[src/verilog/camds_pkg.sv]
// Constants, register map and carrier types of the integer datapath
package camds_pkg;

  // ==========================================================
  // Register byte offsets on the APB
  localparam logic [7:0] OFF_STATUS = 8'h00;
  localparam logic [7:0] OFF_CORE = 8'h04;
  localparam logic [7:0] OFF_INT_CTL = 8'h08;
  localparam logic [7:0] OFF_CMD = 8'h0c;
  localparam logic [7:0] OFF_MEM_OPND = 8'h10;
  localparam logic [7:0] OFF_MEM_RES = 8'h14;
  localparam logic [7:0] OFF_BUSY = 8'h18;
  localparam logic [1:0] WREG_PAGE = 2'h1;

  // ==========================================================
  // Field positions
  localparam int ST_C = 0;
  localparam int ST_Z = 1;
  localparam int ST_OVF = 2;
  localparam int ST_N = 3;
  localparam int ST_PRIO_LO = 5;
  localparam int ST_NIB = 8;
  localparam int CC_WIN = 2;
  localparam int CC_MSB = 3;
  localparam int IC_NEST_DIS = 15;

  // ==========================================================
  // Values after reset and counts
  localparam logic [2:0] RST_PRIO = 3'h0;
  localparam logic [15:0] RST_WREG = 16'h0000;
  localparam logic [2:0] PRIO_TOP = 3'h7;
  localparam logic [3:0] DIV_LAST = 4'hf;

  // ==========================================================
  // Operations
  typedef enum logic [4:0] {
    OP_ADD, OP_SUB, OP_AND, OP_IOR, OP_XOR,
    OP_SRA, OP_SHL, OP_SRL,
    OP_MUL_SS, OP_MUL_UU, OP_MUL_SU, OP_MUL_US, OP_MUL_U8,
    OP_DIV_S32, OP_DIV_U32, OP_DIV_S16, OP_DIV_U16
  } camds_op_t;

  // Command word written to OFF_CMD
  typedef struct packed {
    logic [4:0] spare;
    logic lit_sel;
    logic [4:0] literal;
    logic z_sticky;
    logic dst_mem;
    logic src_mem;
    logic [3:0] dst;
    logic [3:0] src_b;
    logic [3:0] src_a;
    logic byte_mode;
    camds_op_t op;
  } camds_cmd_t;

  // Flag carrier
  typedef struct packed {
    logic nib;
    logic n;
    logic ovf;
    logic z;
    logic c;
  } camds_flags_t;

endpackage

[src/verilog/camds_datapath.sv]
// Integer datapath: ALU, multiplier, divider, shifter and core control behind APB
//
// Notes on behaviour
// RULE_01 - Overflow flag set on signed two's complement overflow, cleared otherwise.
// RULE_02 - Negative flag follows the result sign of flag-affecting operations.
// RULE_03 - Priority level is the MSB bit above the 3-bit status priority field.
// RULE_04 - MSB set disables user interrupts; software may clear it; resets to 0.
// RULE_05 - Window enable bit shows program space in data space; read/write, resets 0.
// RULE_06 - 16-bit ALU: add, subtract, shifts, logic; arithmetic is two's complement.
// RULE_07 - ALU updates carry, zero, negative, overflow, nibble carry as the operation dictates.
// RULE_08 - For subtraction carry and nibble carry act as borrow indicators.
// RULE_09 - Instruction mode selects byte-wide or word-wide operation.
// RULE_10 - Operands from working registers or data memory; results to either.
// RULE_11 - 17x17 multiplier: signed, unsigned, mixed 16x16 and unsigned 8x8.
// RULE_12 - Multiplier takes signed or unsigned 16-bit operand times 5-bit literal.
// RULE_13 - Divider: signed and unsigned 32/16 and 16/16 division.
// RULE_14 - Every divide leaves quotient in register 0, remainder in register 1.
// RULE_15 - Divisor from any register; 32-bit dividend from aligned pair, odd upper.
// RULE_16 - Division takes one cycle per divisor bit for both dividend sizes.
// RULE_17 - Shifter does up to 15-bit arithmetic right or left shift in one cycle.
// RULE_18 - Multi-bit shifts read and write working registers only.
// RULE_19 - Arithmetic right uses sign fill; left and logical right use zero fill.
// RULE_20 - Priority field 111 means level 7, or 15 with MSB; user interrupts off.
// RULE_21 - Carry from result MSB; zero flag on zero result, optionally clear-only.
// RULE_22 - Priority field is read-only while nesting disable is set.
//
// Register access over APB and the register offsets were chosen for this implementation.
`timescale 1ns/1ps
module camds_datapath (
  // Clock and reset
  input wire logic pclk,
  input wire logic presetn,
  // APB slave
  input wire logic [7:0] paddr,
  input wire logic psel,
  input wire logic penable,
  input wire logic pwrite,
  input wire logic [31:0] pwdata,
  output logic [31:0] prdata,
  output logic pready,
  output logic pslverr,
  // Interrupt controller side
  input wire logic raise_level_msb,
  output logic [3:0] cpu_priority_level,
  output logic user_irq_disable,
  // Memory system side
  output logic program_space_window_enable,
  output logic busy
);

  typedef enum logic [1:0] {S_IDLE, S_DIV, S_DONE} camds_state_t;

  logic [15:0] wreg_ff [16];
  camds_pkg::camds_flags_t flags_ff;
  logic [2:0] prio_ff;
  logic msb_ff;
  logic win_ff;
  logic nest_dis_ff;
  logic [15:0] mem_opnd_ff;
  logic [15:0] mem_res_ff;
  logic pready_ff;
  logic pslverr_ff;
  logic [31:0] prdata_ff;
  logic [3:0] level_ff;
  logic irq_dis_ff;
  logic busy_ff;
  camds_state_t state_ff;
  camds_state_t nxt_state;

  // ==========================================================
  // APB decode
  logic apb_setup;
  logic apb_wr;
  logic wr_status, wr_core, wr_int_ctl, wr_cmd, wr_mem, wr_wreg;
  logic addr_hit;
  logic [31:0] rd_val;
  logic [15:0] status_rd;
  logic [15:0] core_rd;

  assign apb_setup = psel && !penable;
  assign apb_wr = psel && penable && pwrite && pready_ff;

  always_comb begin
    status_rd = 16'h0000;
    status_rd[camds_pkg::ST_C] = flags_ff.c;
    status_rd[camds_pkg::ST_Z] = flags_ff.z;
    status_rd[camds_pkg::ST_OVF] = flags_ff.ovf;
    status_rd[camds_pkg::ST_N] = flags_ff.n;
    status_rd[camds_pkg::ST_PRIO_LO +: 3] = prio_ff;
    status_rd[camds_pkg::ST_NIB] = flags_ff.nib;
    core_rd = 16'h0000;
    core_rd[camds_pkg::CC_MSB] = msb_ff;
    core_rd[camds_pkg::CC_WIN] = win_ff;
  end

  always_comb begin
    addr_hit = 1'b1;
    rd_val = 32'h0000_0000;
    if (paddr == camds_pkg::OFF_STATUS) begin
      rd_val = {16'h0000, status_rd};
    end else if (paddr == camds_pkg::OFF_CORE) begin
      rd_val = {16'h0000, core_rd};
    end else if (paddr == camds_pkg::OFF_INT_CTL) begin
      rd_val[camds_pkg::IC_NEST_DIS] = nest_dis_ff;
    end else if (paddr == camds_pkg::OFF_CMD) begin
      rd_val = 32'h0000_0000;
    end else if (paddr == camds_pkg::OFF_MEM_OPND) begin
      rd_val = {16'h0000, mem_opnd_ff};
    end else if (paddr == camds_pkg::OFF_MEM_RES) begin
      rd_val = {16'h0000, mem_res_ff};
    end else if (paddr == camds_pkg::OFF_BUSY) begin
      rd_val = {31'h0000_0000, busy_ff};
    end else if (paddr[7:6] == camds_pkg::WREG_PAGE && paddr[1:0] == 2'h0) begin
      rd_val = {16'h0000, wreg_ff[paddr[5:2]]};
    end else begin
      addr_hit = 1'b0;
    end
  end

  assign wr_status = apb_wr && paddr == camds_pkg::OFF_STATUS;
  assign wr_core = apb_wr && paddr == camds_pkg::OFF_CORE;
  assign wr_int_ctl = apb_wr && paddr == camds_pkg::OFF_INT_CTL;
  assign wr_cmd = apb_wr && paddr == camds_pkg::OFF_CMD;
  assign wr_mem = apb_wr && paddr == camds_pkg::OFF_MEM_OPND;
  assign wr_wreg = apb_wr && paddr[7:6] == camds_pkg::WREG_PAGE && paddr[1:0] == 2'h0;

  // Zero wait states: answer in the first access cycle
  always_ff @(posedge pclk or negedge presetn) begin
    if (!presetn) begin
      pready_ff <= 1'b0;
      pslverr_ff <= 1'b0;
      prdata_ff <= 32'h0000_0000;
    end else begin
      pready_ff <= apb_setup;
      pslverr_ff <= apb_setup && !addr_hit;
      if (apb_setup) begin
        prdata_ff <= rd_val;
      end
    end
  end

  // ==========================================================
  // Operand selection and ALU
  camds_pkg::camds_cmd_t cmd;
  logic cmd_go, is_div, is_shift, alu_go, div_go;
  logic [15:0] opa, opb, b_eff, raw, res_w, res_m;
  logic [16:0] sum17;
  logic [8:0] sum9;
  logic [4:0] nib5;
  logic cin, upd_cdo, upd_nz, wr_one, wr_two;
  logic msb_a, msb_b, msb_r, f_zero;
  camds_pkg::camds_flags_t f_new;

  assign cmd = camds_pkg::camds_cmd_t'(pwdata);
  // Commands written while a divide runs are dropped
  assign cmd_go = wr_cmd && state_ff == S_IDLE;
  assign is_div = cmd.op inside {camds_pkg::OP_DIV_S32, camds_pkg::OP_DIV_U32,
                                 camds_pkg::OP_DIV_S16, camds_pkg::OP_DIV_U16};
  assign is_shift = cmd.op inside {camds_pkg::OP_SRA, camds_pkg::OP_SHL, camds_pkg::OP_SRL};
  assign alu_go = cmd_go && !is_div;
  assign div_go = cmd_go && is_div;

  assign opa = (cmd.src_mem && !is_shift) ? mem_opnd_ff : wreg_ff[cmd.src_a]; // RULE_10 RULE_18
  assign opb = cmd.lit_sel ? {11'h000, cmd.literal} : wreg_ff[cmd.src_b]; // RULE_12

  // Multiplier, 17x17 signed core
  logic signed [16:0] ma, mb;
  logic signed [33:0] prod;
  always_comb begin
    ma = {cmd.op inside {camds_pkg::OP_MUL_SS, camds_pkg::OP_MUL_SU} && opa[15], opa}; // RULE_11
    mb = {cmd.op inside {camds_pkg::OP_MUL_SS, camds_pkg::OP_MUL_US} && opb[15], opb};
    if (cmd.op == camds_pkg::OP_MUL_U8) begin
      ma = {9'h000, opa[7:0]};
      mb = {9'h000, opb[7:0]};
    end
    prod = ma * mb; // RULE_11 RULE_12
  end

  always_comb begin
    cin = cmd.op == camds_pkg::OP_SUB;
    // Subtract as a + ~b + 1, so carry high means no borrow
    b_eff = cin ? ~opb : opb; // RULE_08
    sum17 = {1'b0, opa} + {1'b0, b_eff} + {16'h0000, cin}; // RULE_06
    sum9 = {1'b0, opa[7:0]} + {1'b0, b_eff[7:0]} + {8'h00, cin};
    nib5 = {1'b0, opa[3:0]} + {1'b0, b_eff[3:0]} + {4'h0, cin};
    raw = 16'h0000;
    upd_cdo = 1'b0;
    upd_nz = 1'b0;
    wr_one = 1'b0;
    wr_two = 1'b0;
    case (cmd.op)
      camds_pkg::OP_ADD, camds_pkg::OP_SUB: begin
        raw = sum17[15:0];
        upd_cdo = 1'b1;
        upd_nz = 1'b1;
        wr_one = 1'b1;
      end
      camds_pkg::OP_AND, camds_pkg::OP_IOR, camds_pkg::OP_XOR: begin
        if (cmd.op == camds_pkg::OP_AND) begin
          raw = opa & opb;
        end else if (cmd.op == camds_pkg::OP_IOR) begin
          raw = opa | opb;
        end else begin
          raw = opa ^ opb;
        end
        upd_nz = 1'b1;
        wr_one = 1'b1;
      end
      camds_pkg::OP_SRA: begin
        raw = 16'($signed(opa) >>> opb[3:0]); // RULE_17 RULE_19
        upd_nz = 1'b1;
        wr_one = 1'b1;
      end
      camds_pkg::OP_SHL: begin
        raw = opa << opb[3:0]; // RULE_17 RULE_19
        upd_nz = 1'b1;
        wr_one = 1'b1;
      end
      camds_pkg::OP_SRL: begin
        raw = opa >> opb[3:0]; // RULE_19
        upd_nz = 1'b1;
        wr_one = 1'b1;
      end
      camds_pkg::OP_MUL_U8: begin
        raw = prod[15:0];
        wr_one = 1'b1;
      end
      camds_pkg::OP_MUL_SS, camds_pkg::OP_MUL_UU, camds_pkg::OP_MUL_SU,
      camds_pkg::OP_MUL_US: begin
        wr_two = 1'b1;
      end
      default: begin
      end
    endcase
    // Byte mode keeps the destination's upper byte
    if (cmd.byte_mode && cmd.op != camds_pkg::OP_MUL_U8) begin // RULE_09
      res_w = {wreg_ff[cmd.dst][15:8], raw[7:0]};
      res_m = {mem_res_ff[15:8], raw[7:0]};
      msb_a = opa[7];
      msb_b = b_eff[7];
      msb_r = raw[7];
      f_zero = raw[7:0] == 8'h00;
      f_new.c = sum9[8];
      f_new.nib = nib5[4];
    end else begin
      res_w = raw;
      res_m = raw;
      msb_a = opa[15];
      msb_b = b_eff[15];
      msb_r = raw[15];
      f_zero = raw == 16'h0000;
      f_new.c = sum17[16]; // RULE_21
      f_new.nib = sum9[8];
    end
    f_new.ovf = (msb_a == msb_b) && (msb_r != msb_a); // RULE_01
    f_new.n = msb_r; // RULE_02
    f_new.z = cmd.z_sticky ? (flags_ff.z && f_zero) : f_zero; // RULE_21
  end

  // ==========================================================
  // Divider: restoring, one quotient bit per cycle
  logic dvd_signed, dvd_neg, dvs_neg;
  logic [31:0] dvd_raw, dvd_abs;
  logic [15:0] dvs_raw, dvs_abs;
  logic [16:0] div_rem_ff, shifted, nxt_rem;
  logic [17:0] diff;
  logic [15:0] div_quo_ff, div_dvs_ff, nxt_quo, fin_q, fin_r;
  logic [3:0] div_cnt_ff;
  logic neg_q_ff, neg_r_ff, div_ovf_ff;

  always_comb begin
    dvd_signed = cmd.op inside {camds_pkg::OP_DIV_S32, camds_pkg::OP_DIV_S16};
    if (cmd.op inside {camds_pkg::OP_DIV_S32, camds_pkg::OP_DIV_U32}) begin
      dvd_raw = {wreg_ff[{cmd.src_a[3:1], 1'b1}], wreg_ff[{cmd.src_a[3:1], 1'b0}]}; // RULE_15
    end else if (dvd_signed) begin
      dvd_raw = {{16{wreg_ff[cmd.src_a][15]}}, wreg_ff[cmd.src_a]};
    end else begin
      dvd_raw = {16'h0000, wreg_ff[cmd.src_a]};
    end
    dvs_raw = wreg_ff[cmd.src_b]; // RULE_15
    dvd_neg = dvd_signed && dvd_raw[31];
    dvs_neg = dvd_signed && dvs_raw[15];
    dvd_abs = dvd_neg ? -dvd_raw : dvd_raw; // RULE_13
    dvs_abs = dvs_neg ? -dvs_raw : dvs_raw;
    shifted = {div_rem_ff[15:0], div_quo_ff[15]};
    diff = {1'b0, shifted} - {2'b00, div_dvs_ff};
    nxt_rem = diff[17] ? shifted : diff[16:0];
    nxt_quo = {div_quo_ff[14:0], !diff[17]};
    fin_q = neg_q_ff ? -div_quo_ff : div_quo_ff;
    fin_r = neg_r_ff ? -div_rem_ff[15:0] : div_rem_ff[15:0];
  end

  always_ff @(posedge pclk or negedge presetn) begin
    if (!presetn) begin
      div_rem_ff <= 17'h0_0000;
      div_quo_ff <= 16'h0000;
      div_dvs_ff <= 16'h0000;
      div_cnt_ff <= 4'h0;
      neg_q_ff <= 1'b0;
      neg_r_ff <= 1'b0;
      div_ovf_ff <= 1'b0;
    end else if (div_go) begin
      div_rem_ff <= {1'b0, dvd_abs[31:16]};
      div_quo_ff <= dvd_abs[15:0];
      div_dvs_ff <= dvs_abs;
      div_cnt_ff <= 4'h0;
      neg_q_ff <= dvd_neg ^ dvs_neg;
      neg_r_ff <= dvd_neg;
      // Quotient cannot fit, or divide by zero
      div_ovf_ff <= dvd_abs[31:16] >= dvs_abs;
    end else if (state_ff == S_DIV) begin
      div_rem_ff <= nxt_rem;
      div_quo_ff <= nxt_quo;
      div_cnt_ff <= div_cnt_ff + 4'h1; // RULE_16
    end
  end

  always_comb begin
    nxt_state = state_ff;
    case (state_ff)
      S_IDLE: begin
        if (div_go) begin
          nxt_state = S_DIV;
        end
      end
      S_DIV: begin
        if (div_cnt_ff == camds_pkg::DIV_LAST) begin // RULE_16
          nxt_state = S_DONE;
        end
      end
      default: begin
        nxt_state = S_IDLE;
      end
    endcase
  end

  always_ff @(posedge pclk or negedge presetn) begin
    if (!presetn) begin
      state_ff <= S_IDLE;
      busy_ff <= 1'b0;
    end else begin
      state_ff <= nxt_state;
      busy_ff <= nxt_state != S_IDLE;
    end
  end

  // ==========================================================
  // Working registers and memory result
  for (genvar i = 0; i < 16; i++) begin : g_wreg
    always_ff @(posedge pclk or negedge presetn) begin
      if (!presetn) begin
        wreg_ff[i] <= camds_pkg::RST_WREG;
      end else if (state_ff == S_DONE && i == 0) begin
        wreg_ff[i] <= fin_q; // RULE_14
      end else if (state_ff == S_DONE && i == 1) begin
        wreg_ff[i] <= fin_r; // RULE_14
      end else if (alu_go && wr_two && {cmd.dst[3:1], 1'b0} == 4'(i)) begin
        wreg_ff[i] <= prod[15:0];
      end else if (alu_go && wr_two && {cmd.dst[3:1], 1'b1} == 4'(i)) begin
        wreg_ff[i] <= prod[31:16];
      end else if (alu_go && wr_one && (!cmd.dst_mem || is_shift) && cmd.dst == 4'(i)) begin
        wreg_ff[i] <= res_w; // RULE_10 RULE_18
      end else if (wr_wreg && paddr[5:2] == 4'(i)) begin
        wreg_ff[i] <= pwdata[15:0];
      end
    end
  end

  always_ff @(posedge pclk or negedge presetn) begin
    if (!presetn) begin
      mem_opnd_ff <= 16'h0000;
      mem_res_ff <= 16'h0000;
    end else begin
      if (wr_mem) begin
        mem_opnd_ff <= pwdata[15:0];
      end
      if (alu_go && wr_one && cmd.dst_mem && !is_shift) begin
        mem_res_ff <= res_m; // RULE_10
      end
    end
  end

  // ==========================================================
  // Status flags and priority field
  always_ff @(posedge pclk or negedge presetn) begin
    if (!presetn) begin
      flags_ff <= '0;
      prio_ff <= camds_pkg::RST_PRIO;
    end else if (state_ff == S_DONE) begin
      // Divide completion wins over a software write in the same cycle
      flags_ff.n <= fin_q[15];
      flags_ff.z <= fin_q == 16'h0000;
      flags_ff.ovf <= div_ovf_ff;
    end else if (alu_go) begin
      if (upd_cdo) begin
        flags_ff.c <= f_new.c; // RULE_07 RULE_08
        flags_ff.nib <= f_new.nib; // RULE_07
        flags_ff.ovf <= f_new.ovf; // RULE_01
      end
      if (upd_nz) begin
        flags_ff.n <= f_new.n; // RULE_02
        flags_ff.z <= f_new.z; // RULE_21
      end
    end else if (wr_status) begin
      flags_ff.c <= pwdata[camds_pkg::ST_C];
      flags_ff.z <= pwdata[camds_pkg::ST_Z];
      flags_ff.ovf <= pwdata[camds_pkg::ST_OVF];
      flags_ff.n <= pwdata[camds_pkg::ST_N];
      flags_ff.nib <= pwdata[camds_pkg::ST_NIB];
      if (!nest_dis_ff) begin
        prio_ff <= pwdata[camds_pkg::ST_PRIO_LO +: 3]; // RULE_22
      end
    end
  end

  // ==========================================================
  // Core control and interrupt control
  always_ff @(posedge pclk or negedge presetn) begin
    if (!presetn) begin
      msb_ff <= 1'b0;
      win_ff <= 1'b0;
      nest_dis_ff <= 1'b0;
    end else begin
      // Raise wins over a software clear in the same cycle
      if (raise_level_msb) begin
        msb_ff <= 1'b1;
      end else if (wr_core && !pwdata[camds_pkg::CC_MSB]) begin
        msb_ff <= 1'b0; // RULE_04
      end
      if (wr_core) begin
        win_ff <= pwdata[camds_pkg::CC_WIN]; // RULE_05
      end
      if (wr_int_ctl) begin
        nest_dis_ff <= pwdata[camds_pkg::IC_NEST_DIS];
      end
    end
  end

  always_ff @(posedge pclk or negedge presetn) begin
    if (!presetn) begin
      level_ff <= 4'h0;
      irq_dis_ff <= 1'b0;
    end else begin
      level_ff <= {msb_ff, prio_ff}; // RULE_03
      irq_dis_ff <= msb_ff || prio_ff == camds_pkg::PRIO_TOP; // RULE_04 RULE_20
    end
  end

  assign prdata = prdata_ff;
  assign pready = pready_ff;
  assign pslverr = pslverr_ff;
  assign cpu_priority_level = level_ff;
  assign user_irq_disable = irq_dis_ff;
  assign program_space_window_enable = win_ff;
  assign busy = busy_ff;
endmodule

[config.mk]
export PLATFORM = sky130hd
export DESIGN_NAME = camds_datapath
export DESIGN_NICKNAME = d
export VERILOG_FILES = /design/src/verilog/camds_pkg.sv /design/src/verilog/camds_datapath.sv
export SDC_FILE = /design/constraint.sdc
export NUM_CORES = 2
export LEC_CHECK = 0
export ABC_AREA = 1
export BUFFER_PORTS_ARGS = -buffer_cell sky130_fd_sc_hd__buf_2
export CORE_UTILIZATION = 45
export CTS_BUF_LIST = sky130_fd_sc_hd__clkbuf_16
export DETAILED_ROUTE_END_ITERATION = 7
export PLACE_DENSITY = 0.63
export SYNTH_ARGS = -nofsm -noshare
export SYNTH_HDL_FRONTEND = slang
export SYNTH_SLANG_ARGS = --single-unit
export TNS_END_PERCENT = 20
[constraint.sdc]
create_clock -name pclk -period 18.39 [get_ports pclk]
set_input_delay 3.678 -clock pclk [delete_from_list [all_inputs] [get_ports pclk]]
set_output_delay 3.678 -clock pclk [all_outputs]
set_load 0.03 [all_outputs]
==> results.cfg <==
[floorplan]
die_height_um = 323
die_w_um = 323
std_cell_rows = 117
ios = 87
start_util_pct = 45.5
core_um2 = 102000
die-area_um2 = 105000

[grt]
grt_util_met3_pct = 22.7
grt-busiest-layer = met2
grt-ovfl-total = 0
grt_pass1_wl_mm = 355
antenna_found_initial = 24
gr-usage-met1_pct = 56.6
grtUsageTotal_pct = 47.9
use_met2_pct = 65.4
grt_pass1_vias = 48500
grt_max_degree = 153

[cts]
post_cts_hold_buffer_count = 0
clockRootBuffer = clkbuf_16
cts_tree = built
htreeDepth = 2
numCtsBuffers = 46
clockBufferDepth = 3
clkTransAtPathRegs_ns = 0.06
post-cts-setup-buffers = 0
clock_latency_ns = 0.64
clock_sinks = 380
cts_resized = 0

[setup_path]
r2r_cells = 38
r2r-end = wreg_ff[141]
end_kind = flop
cp_slowest_cell = xnor2_2
worstSetupStartpointType = input pin
crit_fanout = 30
cpPeakStageDelay_ns = 0.93
r2r-start = wreg_ff[87]
worstSetupPathType = input pin to flop
r2r_setup_slack_ns = 6.82
crit_required_ns = 18.92
crit_top_cell = inv_1
cp_data_arrival_time_ns = 16.60

[worst_hold_path]
min-delay-start = msb_ff
whs_path_depth = 0
holdPathEnd = cpu_priority_level[3]
hp-class = flop to flop

[timing]
fin_crit_sh_pct = 87.4
setup-tns-final_ns = 0
fin_skew_ns = 0.0275
hold_viol = 0
fin_crit_ns = 16.07
final-setup-viol-count = 0
fmax_ghz = 0.0622
rsz0062_at_grt = no
max_slew_margin_pct = 5.14
slew_violations = 0
tightest_slew_ns = 1.42

[status]
status = finished, violations left
violations = design-rule violations

[drt]
ant_nets = 0
num_vias = 53200
first_iter_violations = 9644
drtPass1Iterations = 8
routed_via_density = 6.66
drcViolationCount = 31
finalWirelength_mm = 255
post_drt_wl_per_cell_um = 31.8

[power]
power.density_nw_per_um2 = 135
p_int_w = 0.00232
clockPowerShare_pct = 14.4
power_switching_w = 0.00427
p_leak_nw = 22.2
power_w = 0.00659
power_frac_comb_pct = 72.7
peakVddDrop_uv = 217
power_frac_seq_pct = 12.9
sw_frac_of_total_pct = 64.8

[yosys]
synth_most_common_cell = nand2_1
ys_types = 79
synthTopCellsByArea = dfrtp_1 (20%), fa_1 (12%), nand2_1 (11%), o21ai_0 (8.2%), inv_1 (6.9%)
synthArstFlopShare_pct = 100
synthesis.area_um2 = 46500
ys_seq_elements = 380
synthTopCellsByCount = nand2_1 (1327), inv_1 (853), o21ai_0 (761)
synth_flop_cell = dfrtp_1
yosysSeqAreaShare_pct = 20.5
synth_edf_count = 0
synth_top_area_share_pct = 20.5
synth_warnings = 0
synthCells = 6753
yosysTopAreaCell = dfrtp_1
synth_area_per_cell_um2 = 6.88

[finish]
final_layout_size_suffix_gt1_share_pct = 7.36
nets = 7080
stdcell_count = 7992
area_growth_pct = 5.15

[place]
numPlacedInstances = 7902
io_buffers = 65
gp_congestion = 1.15
place_hpwl_mm = 178

[run]
max_cap_viol_count = 0
==> how the worst max path moves through the flow <==
stage                    start            to  slack, ns  cells after the start
floorplan           pwdata[11]   wreg_ff[47]       7.33                     40
global placement    pwdata[11]  wreg_ff[141]       3.36                     40
detailed placement  pwdata[11]  wreg_ff[141]       3.30                     40
CTS                 pwdata[11]  wreg_ff[141]       3.93                     40
global route        pwdata[11]  wreg_ff[141]       2.53                     40
finish              pwdata[11]  wreg_ff[141]       2.32                     40
==> cells by family after synthesis <==
family / after synthesis / share of synthesized area, %
muxes: 1 / 0.0215
xor gates and xnor gates: 108 / 2.05
other: 1 / 0.00807
DFF: 380 / 20.5
AOI/OAI and AO/OA: 1944 / 24.9
and+or+nand+nor: 2497 / 23.1
buffers and inverters: 1371 / 12.6
adders and majority gates: 451 / 16.7
==> critical path, delay by kind of cell <==
kind | cells | cell delay [ns]
and+or+nand+nor | 12 | 3.18
AOI/OAI and AO/OA | 8 | 1.61
xor gates and xnor gates | 1 | 0.93
buffers and inverters | 12 | 4.28
adders and majority gates | 7 | 2.80
==> layer usage <==
layer  part of all wire, %  vias to the layer above  routed length [um]
li1                      -                    22300                   -
met1                    34                    25100               87400
met2                    39                     4437               98400
met3                    16                     1257               41700
met4                    10                       24               26500
met5                  0.19                        -                 473
==> power groups by stage <==
stage / sequential [W] / clock (W) / combinational (W)
after floorplan: 0.000869 / 0 / 0.00194
after global placement: 0.000865 / 0 / 0.00421
after detailed placement: 0.000865 / 0 / 0.00424
after CTS: 0.000850 / 0.000938 / 0.00425
after global routing: 0.000851 / 0.000966 / 0.00470
final: 0.000850 / 0.000948 / 0.00479
==> layout by cell type, fill, tap and decap left out, types with 140 or more instances in the layout <==
cell type  count
a21oi_1      425
buf_4        140
dfrtp_1      380
fa_1         284
ha_1         167
inv_1        857
nand2_1     1325
nand3_1      558
nor2_1       414
o21ai_0      760
o221ai_1     186
==> through the flow <==
step / area, um^2 / hold slack [ns] / utilization [%] / setup slack [ns]
global placement: 47400 / 0.363 / 46.4 / 3.36
CTS: 48800 / 0.383 / 47.9 / 3.93
finish: 48900 / 0.382 / 47.9 / 2.32
detailed placement: 47400 / 0.367 / 46.4 / 3.30
floorplan: 46500 / 0.354 / - / 7.33
global route: 48800 / 0.387 / 47.9 / 2.53
==> flip-flops by register name, indices dropped and copies added, names as in the netlist, 2 cells and up <==
signal / cells
cpu_priority_level: 4
div_cnt_ff: 4
div_dvs_ff: 16
div_quo_ff: 16
div_rem_ff: 16
flags_ff: 5
mem_opnd_ff: 16
mem_res_ff: 16
prdata: 16
prio_ff: 3
state_ff: 2
wreg_ff: 256
==> layout make-up <==
| class | instances | area (um^2) |
|---|---|---|
| Tap cell | 1368 | 1710 |
| Sequential cell | 380 | 9510 |
| Inverter | 933 | 3520 |
| Timing Repair Buffer | 205 | 1440 |
| Fill cell | 10600 | 53200 |
| Antenna cell | 9 | 22.5 |
| Clock buffer | 47 | 1180 |
| Clock inverter | 33 | 264 |
| Multi-Input combinational cell | 5017 | 31200 |
Note: power is estimated with default switching activity, not from simulation.
